<file path="config.mk">
export PLATFORM = sky130hd
export DESIGN_NAME = psd_power_state_driver_ctrl
export DESIGN_NICKNAME = d
export VERILOG_FILES = /design/src/psd_pkg.sv /design/src/psd_power_state_driver_ctrl.sv
export VERILOG_INCLUDE_DIRS = /design/src
export SDC_FILE = /design/constraint.sdc
export NUM_CORES = 1
export LEC_CHECK = 0
export BUFFER_PORTS_ARGS = -buffer_cell sky130_fd_sc_hd__buf_4
export CORE_MARGIN = 4
export CORE_UTILIZATION = 53
export DETAILED_ROUTE_END_ITERATION = 16
export GPL_TIMING_DRIVEN = 0
export PLACE_DENSITY = 0.76
export SETUP_SLACK_MARGIN = 0.4
export SYNTH_ARGS = -nofsm -noshare
export SYNTH_HDL_FRONTEND = slang
export SYNTH_SLANG_ARGS = --single-unit
export TNS_END_PERCENT = 10
</file>
<file path="constraint.sdc">
create_clock -name clk -period 2.6 [get_ports clk]
set_clock_uncertainty 0.1 [all_clocks]
set_input_delay 0.26 -clock clk [delete_from_list [all_inputs] [get_ports clk]]
set_output_delay 0.26 -clock clk [all_outputs]
set_load 0.02 [all_outputs]
</file>
<file path="src/psd_defines.svh">
`ifndef PSD_DEFINES_SVH
`define PSD_DEFINES_SVH
// Overview of operation
// - A mode input selects whether the shared pin acts as driver enable or doubler power state.
// - In driver-enable mode the shared pin is driven high for states 0 to 3 and low for state 4.
// - In doubler mode the shared pin is driven high for state 4.
// - In doubler mode the shared pin is driven low for state 0.
// - In doubler mode the shared pin is released, undriven, for state 1.
// - In doubler mode the shared pin is driven high for state 2 or state 3.
// - The link alert is shown on an active-low output that goes low while asserted.
// - The thermal alarm is shown on an active-low output that goes low while asserted.

// ----------------------------------------------------------------------
// Power-state codes
// ----------------------------------------------------------------------
`define PSD_STATE_W 3
`define PSD_STATE_0 3'h0
`define PSD_STATE_1 3'h1
`define PSD_STATE_2 3'h2
`define PSD_STATE_3 3'h3
`define PSD_STATE_4 3'h4
`define PSD_STATE_RESET 3'h4

// ----------------------------------------------------------------------
// Mode select and serial frame
// ----------------------------------------------------------------------
`define PSD_MODE_DRIVER 1'b0
`define PSD_MODE_DOUBLER 1'b1
`define PSD_START_BIT 1'b0
`define PSD_BIT_CNT_W 2
`define PSD_LAST_BIT 2'h2
`define PSD_SYNC_IDLE 2'h2
`endif

</file>
<file path="src/psd_pkg.sv">
package psd_pkg;
    typedef enum logic {
        PSD_RX_IDLE,
        PSD_RX_SHIFT
    } psd_rx_state_t;

    typedef struct packed {
        logic valid;
        logic [2:0] state;
    } psd_cmd_t;

    typedef struct packed {
        logic level;
        logic oe;
    } psd_pin_t;
endpackage : psd_pkg

</file>
<file path="src/psd_power_state_driver_ctrl.sv">
`timescale 1ns/1ns
`include "psd_defines.svh"

module psd_power_state_driver_ctrl (
    // Clock and reset
    input wire logic clk,
    input wire logic srst,
    // Link pins from the processor
    input wire logic link_clock_in,
    input wire logic link_data_io_in,
    // Configuration and status from on-chip logic
    input wire logic shared_pin_mode,
    input wire logic link_alert_req,
    input wire logic thermal_hot,
    // Shared output pin
    output logic shared_pin_out,
    output logic shared_pin_oe,
    // Active-low indications
    output logic link_alert_n,
    output logic thermal_alarm_n,
    // Last accepted power state
    output logic [2:0] power_state
);

    // ------------------------------------------------------------------
    // Input synchronisers
    // ------------------------------------------------------------------
    // Both link pins pass the same two-stage chain, one lane each, so the
    // data bit stays aligned with the clock edge that samples it. Reset
    // loads each lane with its idle level: the link clock rests low and
    // the data line rests high, so no false edge or start bit follows the
    // release of reset.
    localparam int SYNC_LANES = 2;
    localparam int LANE_CLK = 0;
    localparam int LANE_DAT = 1;
    localparam logic [SYNC_LANES-1:0] SYNC_IDLE = `PSD_SYNC_IDLE;

    wire [SYNC_LANES-1:0] sync_pin;
    wire [SYNC_LANES-1:0] sync_out;
    logic lclk_s3;
    logic next_lclk_s3;
    logic ldat_s2;
    logic lclk_rise;

    assign sync_pin[LANE_CLK] = link_clock_in;
    assign sync_pin[LANE_DAT] = link_data_io_in;

    genvar lane;
    generate
        for (lane = 0; lane < SYNC_LANES; lane = lane + 1) begin : g_sync
            logic s1;
            logic s2;
            logic next_s1;
            logic next_s2;

            always_comb begin
                next_s1 = sync_pin[lane];
                next_s2 = s1;
            end

            always_ff @(posedge clk) begin
                if (srst) begin
                    s1 <= SYNC_IDLE[lane];
                    s2 <= SYNC_IDLE[lane];
                end else begin
                    s1 <= next_s1;
                    s2 <= next_s2;
                end
            end

            assign sync_out[lane] = s2;
        end
    endgenerate

    // The third stage on the clock lane reads only the second stage, so
    // the edge detector never sees a level that may still be settling.
    always_comb begin
        next_lclk_s3 = sync_out[LANE_CLK];
    end

    always_ff @(posedge clk) begin
        if (srst) begin
            lclk_s3 <= SYNC_IDLE[LANE_CLK];
        end else begin
            lclk_s3 <= next_lclk_s3;
        end
    end

    assign ldat_s2 = sync_out[LANE_DAT];
    assign lclk_rise = sync_out[LANE_CLK] & ~lclk_s3;

    // ------------------------------------------------------------------
    // Command receiver
    // ------------------------------------------------------------------
    // A frame is a low start bit followed by three state bits, most
    // significant first, each taken on a rising link clock edge.
    // There is no abort: a frame cut short leaves the receiver in shift,
    // and the rising edges of the next frame complete it, so the link
    // must always send whole frames.
    psd_pkg::psd_rx_state_t rx_state;
    psd_pkg::psd_rx_state_t next_rx_state;
    logic [`PSD_BIT_CNT_W-1:0] bit_cnt;
    logic [`PSD_BIT_CNT_W-1:0] next_bit_cnt;
    logic [2:0] shift;
    logic [2:0] next_shift;
    psd_pkg::psd_cmd_t cmd;
    psd_pkg::psd_cmd_t next_cmd;

    always_comb begin
        next_rx_state = rx_state;
        next_bit_cnt = bit_cnt;
        next_shift = shift;
        next_cmd.valid = 1'b0;
        next_cmd.state = cmd.state;
        case (rx_state)
            psd_pkg::PSD_RX_IDLE: begin
                if (lclk_rise && ldat_s2 == `PSD_START_BIT) begin
                    next_rx_state = psd_pkg::PSD_RX_SHIFT;
                    next_bit_cnt = '0;
                end
            end
            psd_pkg::PSD_RX_SHIFT: begin
                if (lclk_rise) begin
                    next_shift = {shift[1:0], ldat_s2};
                    next_bit_cnt = bit_cnt + 2'h1;
                    if (bit_cnt == `PSD_LAST_BIT) begin
                        next_cmd.valid = 1'b1;
                        next_cmd.state = {shift[1:0], ldat_s2};
                        next_rx_state = psd_pkg::PSD_RX_IDLE;
                    end
                end
            end
            default: begin
                next_rx_state = psd_pkg::PSD_RX_IDLE;
            end
        endcase
    end

    always_ff @(posedge clk) begin
        if (srst) begin
            rx_state <= psd_pkg::PSD_RX_IDLE;
            bit_cnt <= '0;
            shift <= '0;
            cmd <= '0;
        end else begin
            rx_state <= next_rx_state;
            bit_cnt <= next_bit_cnt;
            shift <= next_shift;
            cmd <= next_cmd;
        end
    end

    // ------------------------------------------------------------------
    // Held power state
    // ------------------------------------------------------------------
    // Codes above state 4 are ignored so a corrupt frame cannot move
    // the pin to an undefined level.
    // The trade-off is that a refused code is dropped silently: the
    // processor gets no sign that it was not taken, and the pin keeps
    // the state of the last accepted command.
    logic [2:0] next_power_state;

    always_comb begin
        next_power_state = power_state;
        if (cmd.valid && cmd.state <= `PSD_STATE_4) begin
            next_power_state = cmd.state;
        end
    end

    always_ff @(posedge clk) begin
        if (srst) begin
            power_state <= `PSD_STATE_RESET;
        end else begin
            power_state <= next_power_state;
        end
    end

    // ------------------------------------------------------------------
    // Shared pin decode and indications
    // ------------------------------------------------------------------
    // The mode input is applied to the held state at the next clock edge, so a mode
    // change needs no new command.
    // The pin is released during reset, so nothing downstream is driven
    // before the first decode of the reset state.
    psd_pkg::psd_pin_t pin;
    psd_pkg::psd_pin_t next_pin;
    logic next_alert_n;
    logic next_thermal_n;

    always_comb begin
        next_pin.level = 1'b0;
        next_pin.oe = 1'b1;
        if (shared_pin_mode == `PSD_MODE_DRIVER) begin
            next_pin.level = (next_power_state != `PSD_STATE_4);
        end else begin
            case (next_power_state)
                `PSD_STATE_0: next_pin.level = 1'b0;
                `PSD_STATE_1: next_pin.oe = 1'b0;
                `PSD_STATE_2, `PSD_STATE_3: next_pin.level = 1'b1;
                `PSD_STATE_4: next_pin.level = 1'b1;
                default: next_pin.level = 1'b0;
            endcase
        end
        next_alert_n = ~link_alert_req;
        next_thermal_n = ~thermal_hot;
    end

    always_ff @(posedge clk) begin
        if (srst) begin
            pin <= '0;
            link_alert_n <= 1'b1;
            thermal_alarm_n <= 1'b1;
        end else begin
            pin <= next_pin;
            link_alert_n <= next_alert_n;
            thermal_alarm_n <= next_thermal_n;
        end
    end

    assign shared_pin_out = pin.level;
    assign shared_pin_oe = pin.oe;

endmodule : psd_power_state_driver_ctrl

</file>
==> impl_metrics.json, run 1 <==
{
  "end_kind": "flip-flop",
  "place_ws_ps": 1290,
  "crit_required_ps": 2690,
  "num_antenna_cells": 0,
  "yosys_warnings": 0,
  "ys_seq_area_share_pct": 52.2,
  "cts-resized-gates": 0,
  "rows": 13,
  "avgRoutedWirePerCell_um": 12.1,
  "clkLatencyLatePin_ps": 300,
  "cts_setup_buffers": 0,
  "gp_congestion": 0.799,
  "dr.first_iter.drc_count": 10,
  "finalHoldViolations": 0,
  "remaining_drc_errors": 0,
  "synth_nets": 90,
  "grt.total_usage_pct": 14.5,
  "detail_route.first_pass.iterations": 4,
  "crit_type": "reg -> reg",
  "cts.clk_slew.worst_paths_ps": 120,
  "core_area_um2": 1370,
  "yosysTopAreaCellShare_pct": 52.2,
  "crit_arrival_ps": 1450,
  "async_reset_ff_share_pct": 0,
  "n_fill_cell": 118,
  "grt_max_degree": 13,
  "cts_tree": "yes",
  "synthTopCellsByCount": "21 x dfxtp_1, 14 x nor2_1, 5 x nand2b_1",
  "synthTopCellsByArea": "dfxtp_1 52%, nor2_1 6.5%, nand2b_1 3.9%, mux2i_1 3.7%, a211oi_2 3.1%",
  "r2r_start": "cmd[3]",
  "status": "complete, no violations",
  "rsz0062_at_grt": "no",
  "yosys.area.top_type": "dfxtp_1",
  "syn-cell-area_um2": 806,
  "cts_buffers": 3,
  "hold_buffers": 0,
  "grt_pass1_wl_um": 2270,
  "overflow": 0,
  "rr_worst_depth": 4,
  "slew_violations": 0,
  "synth_cell_type_count": 30,
  "synth_edf_count": 0,
  "synth.ff_latch_count": 21,
  "dpl-instance-area_um2": 922,
  "stdcell_count": 114,
  "vias": 590,
  "r2r_slack_ps": 1230,
  "cts_buffer_depth": 2,
  "synthFlopType": "dfxtp_1",
  "period_minus_slack_ps": 1370,
  "tns_ps": 0,
  "setup_violations": 0,
  "r2r-end": "shared_pin_out",
  "clock_sinks": 21,
  "worst_setup_path_start_kind": "flip-flop",
  "dp_hpwl_um": 1040,
  "die_y_um": 47.0,
  "final_nets": 108,
  "max-cap-violations": 0,
  "p_leak_nw": 0.423,
  "start_util_pct": 59.0,
  "io_pins": 14,
  "hold_path.class": "in -> reg",
  "totalWireLength_um": 1380,
  "syn_to_final_growth_pct": 17.9,
  "crit_path_end": "shared_pin_out",
  "placed_cells": 110,
  "min_period_over_period_pct": 52.5,
  "synth.most_common_cell": "dfxtp_1",
  "critPathMaxFanout": 6,
  "cts_root_buf": "clkbuf_4",
  "via_per_inst": 5.18,
  "setup_ws_ps": 1230,
  "max_freq_ghz": 0.732,
  "die_area_um2": 2210,
  "power_density_nw_per_um2": 544,
  "syn_inst": 82,
  "fin_area_um2": 950,
  "port_buffers": 13,
  "ant_nets": 0,
  "grt_pass1_vias": 541,
  "die_x_um": 47.0,
  "h-tree-depth": 1,
  "syn_area_per_cell_um2": 9.83,
  "antenna_found_initial": 0,
  "total_power_uw": 517,
  "peakVddDrop_uv": 477,
  "maxSlewHeadroom_pct": 71.2,
  "critPathLaunch": "cmd[3]",
  "drive_gt1_share_pct": 26.3,
  "tightest_slew_ps": 432
}
-- layout by cell type (no fill, tap or decap), drive strengths merged, types with 2 or more instances in the layout --
| cell type | instances |
|---|---|
| nor2 | 14 |
| inv | 3 |
| nand2b | 5 |
| a211oi | 3 |
| nor2b | 4 |
| or2 | 2 |
| nand2 | 3 |
| dfxtp | 21 |
| buf | 13 |
| mux2i | 3 |
| and2b | 2 |
| clkbuf | 5 |
| a21oi | 3 |
| nand3 | 2 |
| o21ai | 3 |
-- worst max-delay path, cell delays in order, from the launching register on --
cell      delay, ps
dfxtp_1         430
nor3b_1         290
o21ai_1         160
a211oi_2        210
a211oi_2         70
-- worst min-delay path by stage --
stage,start,to,slack (ps),cells after the start
CTS,link_alert_req,link_alert_n,4,2
detailed placement,g_sync[1].next_s2,g_sync[1].s2,310,1
global route,link_alert_req,link_alert_n,7,2
finish,thermal_hot,thermal_alarm_n,8,2
floorplan,srst,lclk_s3,230,1
global placement,g_sync[1].next_s2,g_sync[1].s2,290,1
-- layout make-up --
cell class	count	area (µm²)	area share, %
clock inverter	1	5.00	0.527
multi-input combinational	56	367	38.6
buffer	2	7.51	0.791
clock buffer	3	22.5	2.37
inverter	3	11.3	1.19
sequential	21	420	44.3
timing repair buffer	13	97.6	10.3
tap	15	18.8	1.98
-- registers in the layout, summed over array words and instances (netlist names), 2 cells and up --
register        count
power_state         3
g_sync.s2           2
g_sync.next_s2      2
bit_cnt             2
cmd                 4
shift               2
-- through the flow --
stage          utilization (%)  hold slack [ps]
2_1_floorplan                -              232
3_3_place_gp              67.5              293
3_5_place_dp              67.5              314
4_1_cts                   69.5             4.33
5_1_grt                   69.5             6.72
6_report                  69.5             7.94
-- cells by family (layout without fill, tap and decap cells) --
group / after synthesis / after routing / synth area share (%)
buffers and inverters: 5 / 22 / 2.33
AO/OA/AOI/OAI: 17 / 17 / 16.8
multiplexers: 3 / 3 / 3.73
AND/OR/NAND/NOR: 35 / 35 / 23.4
adder cells (fa/ha/maj): 1 / 1 / 1.55
flip-flops: 21 / 21 / 52.2
-- where the power goes --
group | internal [mW] | switching, mW
sequential | 0.329 | 0.00243
clock | 0.0573 | 0.0978
combinational | 0.0158 | 0.0152
total | 0.402 | 0.115
-- metal layers --
metal | routed length (µm) | vias up | global-route usage, %
met2 | 561 | 16 | 20.3
li1 | - | 314 | -
met4 | 27 | 0 | 6.63
met3 | 68 | 4 | 3.07
met5 | 0 | - | 0
met1 | 727 | 256 | 21.1
(Power assumes the default switching activity.)
==> run 2: changes to the inputs <==
--- a/config.mk
+++ b/config.mk
@@ -8,10 +8,10 @@
 export LEC_CHECK = 0
 export BUFFER_PORTS_ARGS = -buffer_cell sky130_fd_sc_hd__buf_4
 export CORE_MARGIN = 4
-export CORE_UTILIZATION = 53
+export CORE_UTILIZATION = 52
 export DETAILED_ROUTE_END_ITERATION = 16
 export GPL_TIMING_DRIVEN = 0
-export PLACE_DENSITY = 0.76
+export PLACE_DENSITY = 0.75
 export SETUP_SLACK_MARGIN = 0.4
 export SYNTH_ARGS = -nofsm -noshare
 export SYNTH_HDL_FRONTEND = slang
==> constraint.sdc (replaced) <==
create_clock -name clk -period 1.3 [get_ports clk]
set_clock_uncertainty 0.1 [all_clocks]
set_input_delay 0.13 -clock clk [delete_from_list [all_inputs] [get_ports clk]]
set_output_delay 0.13 -clock clk [all_outputs]
set_load 0.02 [all_outputs]
==> run 2 against run 1 <==
  * The run now ends with hold timing left
  * Register-to-register slack got worse by 1200 ps
  * Non-clock buffer count increased by 7
  * Worst hold slack got worse by 96 ps
  * Die area increased by 1.6%
  * Worst setup slack got worse by 1200 ps
  * Sequential share of layout area decreased by 5.1 points
  * Critical path type unchanged
==> impl_metrics.json, run 2 (synthesis results as in run 1) <==
{
  "path_cells": "nor2b_4, o22a_2, o21ai_1, a211oi_2",
  "finalHoldViolations": 1,
  "status": "finished with violations",
  "cts_root_buf": "clkbuf_4",
  "rsz0062_at_grt": "yes",
  "slowest_stage": "dfxtp_4",
  "maxSlewHeadroom_pct": 68.4,
  "die_y_um": 47.4,
  "grt_pass1_wl_um": 2770,
  "totalWireLength_um": 1680,
  "slew_violations": 0,
  "min_period_over_period_pct": 96.1,
  "power_density_nw_per_um2": 921,
  "crit_arrival_ps": 1320,
  "period_minus_slack_ps": 1250,
  "overflow": 0,
  "avgRoutedWirePerCell_um": 13.9,
  "hold_ws_ps": -87.9,
  "hold_path.class": "in -> reg",
  "vias": 628,
  "setup_violations": 0,
  "remaining_drc_errors": 0,
  "dpl-instance-area_um2": 940,
  "via_per_inst": 5.19,
  "rows": 13,
  "grt_pass1_vias": 635,
  "num_antenna_cells": 0,
  "cp_slowest_stage_delay_ps": 380,
  "dr.first_iter.drc_count": 11,
  "grt_max_degree": 12,
  "gp_congestion": 0.755,
  "p_leak_nw": 0.469,
  "top_register": "cmd",
  "die_x_um": 47.4,
  "cp_num_buf_inv": 0,
  "end_kind": "flip-flop",
  "max_freq_ghz": 0.801,
  "h-tree-depth": 1,
  "worst_setup_path_start_kind": "flip-flop",
  "clkLatencyLatePin_ps": 300,
  "cts_buffers": 3,
  "largest_reg_flops": 4,
  "layout_commonest_cell": "nor2_1",
  "io_pins": 14,
  "violations": "hold timing",
  "crit_required_ps": 1380,
  "tns_ps": 0,
  "clock_sinks": 21,
  "cts_buffer_depth": 2,
  "layout_common_cells": "13 x nor2_1, 10 x dfxtp_1, 8 x buf_4",
  "top_regs": "cmd (4), power_state (3)",
  "start_util_pct": 58.3,
  "die_area_um2": 2240,
  "tightest_slew_ps": 473,
  "syn_to_final_growth_pct": 40.7,
  "dp_hpwl_um": 1140,
  "detail_route.first_pass.iterations": 4,
  "crit_type": "reg -> reg",
  "total_power_mw": 1.04,
  "core_area_um2": 1380,
  "cts.clk_slew.worst_paths_ps": 110,
  "ant_nets": 0,
  "crit_family": "compound AO/OA/AOI/OAI gates",
  "peakVddDrop_uv": 561,
  "port_buffers": 13,
  "cts_tree": "yes",
  "hold_buffers": 5,
  "max-cap-violations": 0,
  "grt.total_usage_pct": 17.9,
  "drive_gt1_share_pct": 46.2,
  "critPathMaxFanout": 6,
  "final_nets": 115,
  "antenna_found_initial": 0,
  "fin_area_um2": 1130
}
-- run 2: cell type report --
cell class                      instances  area (µm²)
Buffer                                  2        7.51
Clock buffer                            4        26.3
Fill cell                              82         249
Inverter                                3        11.3
Multi-Input combinational cell         56         437
Sequential cell                        21         444
Tap cell                               15        18.8
Timing Repair Buffer                   20         189
-- run 2: final timing paths --
path,depth (start not counted),slack [ps],to,startpoint
max,4,50,shared_pin_out,cmd[3]
min,2,-90,g_sync[1].next_s2,link_data_io_in
max reg2reg,4,50,shared_pin_out,cmd[3]
min reg2reg,1,310,g_sync[1].s2,g_sync[1].next_s2
-- run 2: power breakdown --
part | internal (mW) | total, mW | leakage (nW) | switching, mW
Sequential | 0.650 | 0.656 | 0.175 | 0.00625
Clock | 0.120 | 0.304 | 0.0150 | 0.184
Combinational | 0.0460 | 0.0839 | 0.279 | 0.0379
Total | 0.815 | 1.04 | 0.469 | 0.229
-- run 2: per-layer routing --
metal	part of all wire, %	vias up	GRT usage (%)
met5	0	-	0
met4	1.8	0	9.94
met3	3.6	4	3.83
met2	47	16	28.1
met1	47	283	22.6
li1	-	325	-
-- run 2: stage by stage --
| stage | instances | utilization [%] | hold slack [ps] | worst slack, ps |
|---|---|---|---|---|
| 3_5_place_dp | 110 | 68.0 | 206 | -32.6 |
| 6_report | 121 | 82.0 | -87.9 | 51.1 |
| 5_1_grt | 121 | 82.0 | -90.0 | -4.23 |
| 3_3_place_gp | 110 | 68.0 | 201 | 21.3 |
| 4_1_cts | 120 | 77.6 | -102 | 56.6 |
| 2_1_floorplan | 82 | - | 102 | 117 |
-- run 2: what timing repair did --
action | 4_1_cts | 5_1_grt
endpoints found under the setup margin | 21 | 21
endpoints found under the hold margin | 6 | 1
buffers inserted | 1 | 1
pin swaps | 5 | 9
resized for setup | 12 | 21
==> run 3: changes to the inputs <==
--- a/config.mk
+++ b/config.mk
@@ -6,12 +6,13 @@
 export SDC_FILE = /design/constraint.sdc
 export NUM_CORES = 1
 export LEC_CHECK = 0
+export ABC_AREA = 1
 export BUFFER_PORTS_ARGS = -buffer_cell sky130_fd_sc_hd__buf_4
 export CORE_MARGIN = 4
-export CORE_UTILIZATION = 52
+export CORE_UTILIZATION = 51
 export DETAILED_ROUTE_END_ITERATION = 16
 export GPL_TIMING_DRIVEN = 0
-export PLACE_DENSITY = 0.75
+export PLACE_DENSITY = 0.74
 export SETUP_SLACK_MARGIN = 0.4
 export SYNTH_ARGS = -nofsm -noshare
 export SYNTH_HDL_FRONTEND = slang
==> run 3 against run 2 <==
  * The run still ends with hold timing left
  * Combinational power is 18% lower
  * Sequential power is 0.9% higher
  * Total power shrank 0.88%
  * Final area is 9.8% lower
  * Register-to-register slack barely moved
  * Cell count rose by 8.3%
  * Worst setup slack barely moved
  * Global-route usage down 2.4 points
  * Critical path depth is 4 higher
  * Non-clock buffer count fell by 2
  * Largest power group unchanged
==> impl_metrics.json, run 3 <==
{
  "detail_route.first_pass.iterations": 4,
  "synth.most_common_cell": "dfxtp_1",
  "multiInputGateArea_um2": 328,
  "clock_sinks": 21,
  "synthTopCellsByCount": "21 x dfxtp_1, 19 x inv_1, 16 x nand2_1",
  "peakVddDrop_uv": 882,
  "critPathLaunch": "cmd[1]",
  "overflow": 0,
  "cpMostUsedCell": "nand2_2",
  "tightest_slew_ps": 409,
  "hold_depth": 2,
  "synth.ff_latch_count": 21,
  "async_reset_ff_share_pct": 0,
  "io_pins": 14,
  "via_per_inst": 4.93,
  "grt_pass1_vias": 566,
  "power_density_nw_per_um2": 1010,
  "slowest_stage": "dfxtp_2",
  "n_fill_cell": 99,
  "internal_power_uw": 811,
  "end_kind": "flip-flop",
  "yosys_warnings": 0,
  "final_nets": 125,
  "rows": 13,
  "p_leak_nw": 0.434,
  "hold_start": "link_data_io_in",
  "h-tree-depth": 1,
  "cts_root_buf": "clkbuf_4",
  "grt_pass1_wl_um": 2350,
  "avgRoutedWirePerCell_um": 11.9,
  "top_layer": "met4",
  "top_regs": "cmd (4), power_state (3)",
  "share_comb_of_total_power_pct": 6.6,
  "start_util_pct": 56.2,
  "die_x_um": 46.6,
  "final_util_pct": 75.7,
  "stdcell_count": 131,
  "clkLatencyLatePin_ps": 290,
  "power_switching_uw": 224,
  "wl_met3_um": 75,
  "wl_met2_um": 783,
  "grt_max_degree": 12,
  "cp_slowest_stage_delay_ps": 350,
  "ys_seq_area_share_pct": 55.4,
  "crit_required_ps": 1400,
  "hold_path.class": "in -> reg",
  "layout_commonest_cell": "dfxtp_1",
  "grt.total_usage_pct": 15.5,
  "gp_congestion": 0.747,
  "path_cells": "o21ai_4, nand2_2, nand2_2, nand2_4, nand2_2, nor2_2, nor2_1, nor2_1",
  "largest_reg_flops": 4,
  "r2r_start": "cmd[1]",
  "crit_arrival_ps": 1350,
  "hold_buffers": 3,
  "core_area_um2": 1350,
  "placed_cells": 121,
  "syn_to_final_growth_pct": 34.8,
  "power_frac_seq_pct": 64.0,
  "top_register": "cmd",
  "cts_tree": "yes",
  "violations": "hold timing",
  "min_period_over_period_pct": 96.1,
  "yosys.area.top_type": "dfxtp_1",
  "slew_violations": 0,
  "synth_nets": 101,
  "dp_hpwl_um": 969,
  "rsz0062_at_grt": "yes",
  "remaining_drc_errors": 0,
  "status": "finished with violations",
  "period_minus_slack_ps": 1250,
  "totalWireLength_um": 1560,
  "seq_area_um2": 424,
  "antenna_found_initial": 0,
  "synthTopCellsByArea": "dfxtp_1 55%, inv_1 9.4%, nand2_1 7.9%, nor2_1 5.4%, nand3_1 2.6%",
  "port_buffers": 13,
  "synth_cell_type_count": 20,
  "cts.clk_slew.worst_paths_ps": 110,
  "switching_share_pct": 21.6,
  "layout_common_cells": "18 x dfxtp_1, 17 x inv_1, 16 x buf_4",
  "ant_nets": 0,
  "yosysTopAreaCellShare_pct": 55.4,
  "cts_buffer_depth": 2,
  "crit_type": "reg -> reg",
  "cts_buffers": 3,
  "max_freq_ghz": 0.801,
  "synthFlopType": "dfxtp_1",
  "wl_met1_um": 670,
  "drive_gt1_share_pct": 37.9,
  "die_area_um2": 2170,
  "vias": 646,
  "syn_area_per_cell_um2": 8.15,
  "syn-cell-area_um2": 758,
  "setup_violations": 0,
  "rr_worst_depth": 8,
  "syn_inst": 93,
  "die_y_um": 46.6,
  "clkPwrFrac_pct": 29.4,
  "finalHoldViolations": 2,
  "dr.first_iter.drc_count": 18,
  "worst_setup_path_start_kind": "flip-flop",
  "critPathMaxFanout": 4,
  "hold_ws_ps": -79.2,
  "maxSlewHeadroom_pct": 72.7,
  "max-cap-violations": 0,
  "num_antenna_cells": 0,
  "synth_edf_count": 0
}
run 3: cell type report:
type                       instances  share of cell area [%]
buffer                             1                   0.367
clock buffer                       4                    2.57
inverter                          19                    6.98
multi-input combinational         52                    32.1
sequential                        21                    41.5
tap                               15                    1.84
timing repair buffer              19                    14.7
run 3: worst max-delay path: cells and delay by family (launching register included):
kind	cells	cell delay [ps]
compound gates	1	190
flops	1	350
simple gates	7	510
run 3: worst paths after layout:
kind	to	slack [ps]
max	shared_pin_out	50
min reg2reg	g_sync[0].s2	320
max reg2reg	shared_pin_out	50
min	g_sync[1].next_s2	-80
run 3: logic make-up (layout without fill, tap and decap cells):
group | after synthesis | count (layout) | synth area share [%]
adders and majority gates | 1 | 1 | 1.65
DFF | 21 | 21 | 55.4
buffers and inverters | 20 | 43 | 9.90
and+or+nand+nor | 39 | 39 | 22.8
AOI/OAI and AO/OA | 12 | 12 | 10.2
run 3: per-stage QoR:
step                area (µm²)  TNS (ps)  worst slack [ps]  total power [mW]
global route              1020     -31.3             -31.3              1.09
floorplan                  772         0               214             0.706
detailed placement         888         0               102             0.736
global placement           888         0              88.4             0.734
finish                    1020         0              51.1              1.03
CTS                        966         0               112              1.04
run 3: metal layers:
| layer | global-route usage, % | vias to the layer above |
|---|---|---|
| met5 | 0 | - |
| met4 | 6.82 | 0 |
| met3 | 3.52 | 4 |
| met2 | 25.0 | 18 |
| met1 | 19.3 | 285 |
| li1 | - | 339 |
run 3: power by group through the flow:
stage | clock (mW) | sequential [mW] | combinational, mW
6_report | 0.304 | 0.662 | 0.0684
5_1_grt | 0.346 | 0.664 | 0.0753
4_1_cts | 0.312 | 0.662 | 0.0675
3_5_place_dp | 0 | 0.676 | 0.0595
3_3_place_gp | 0 | 0.676 | 0.0582
2_1_floorplan | 0 | 0.684 | 0.0216
run 3: what timing repair did:
item / 4_1_cts / 5_1_grt
pin swaps: 1 / 8
resized for setup: 4 / 12
endpoints found under the setup margin: 21 / 21
hold endpoints to repair: 5 / 2
buffers inserted: 1 / 2
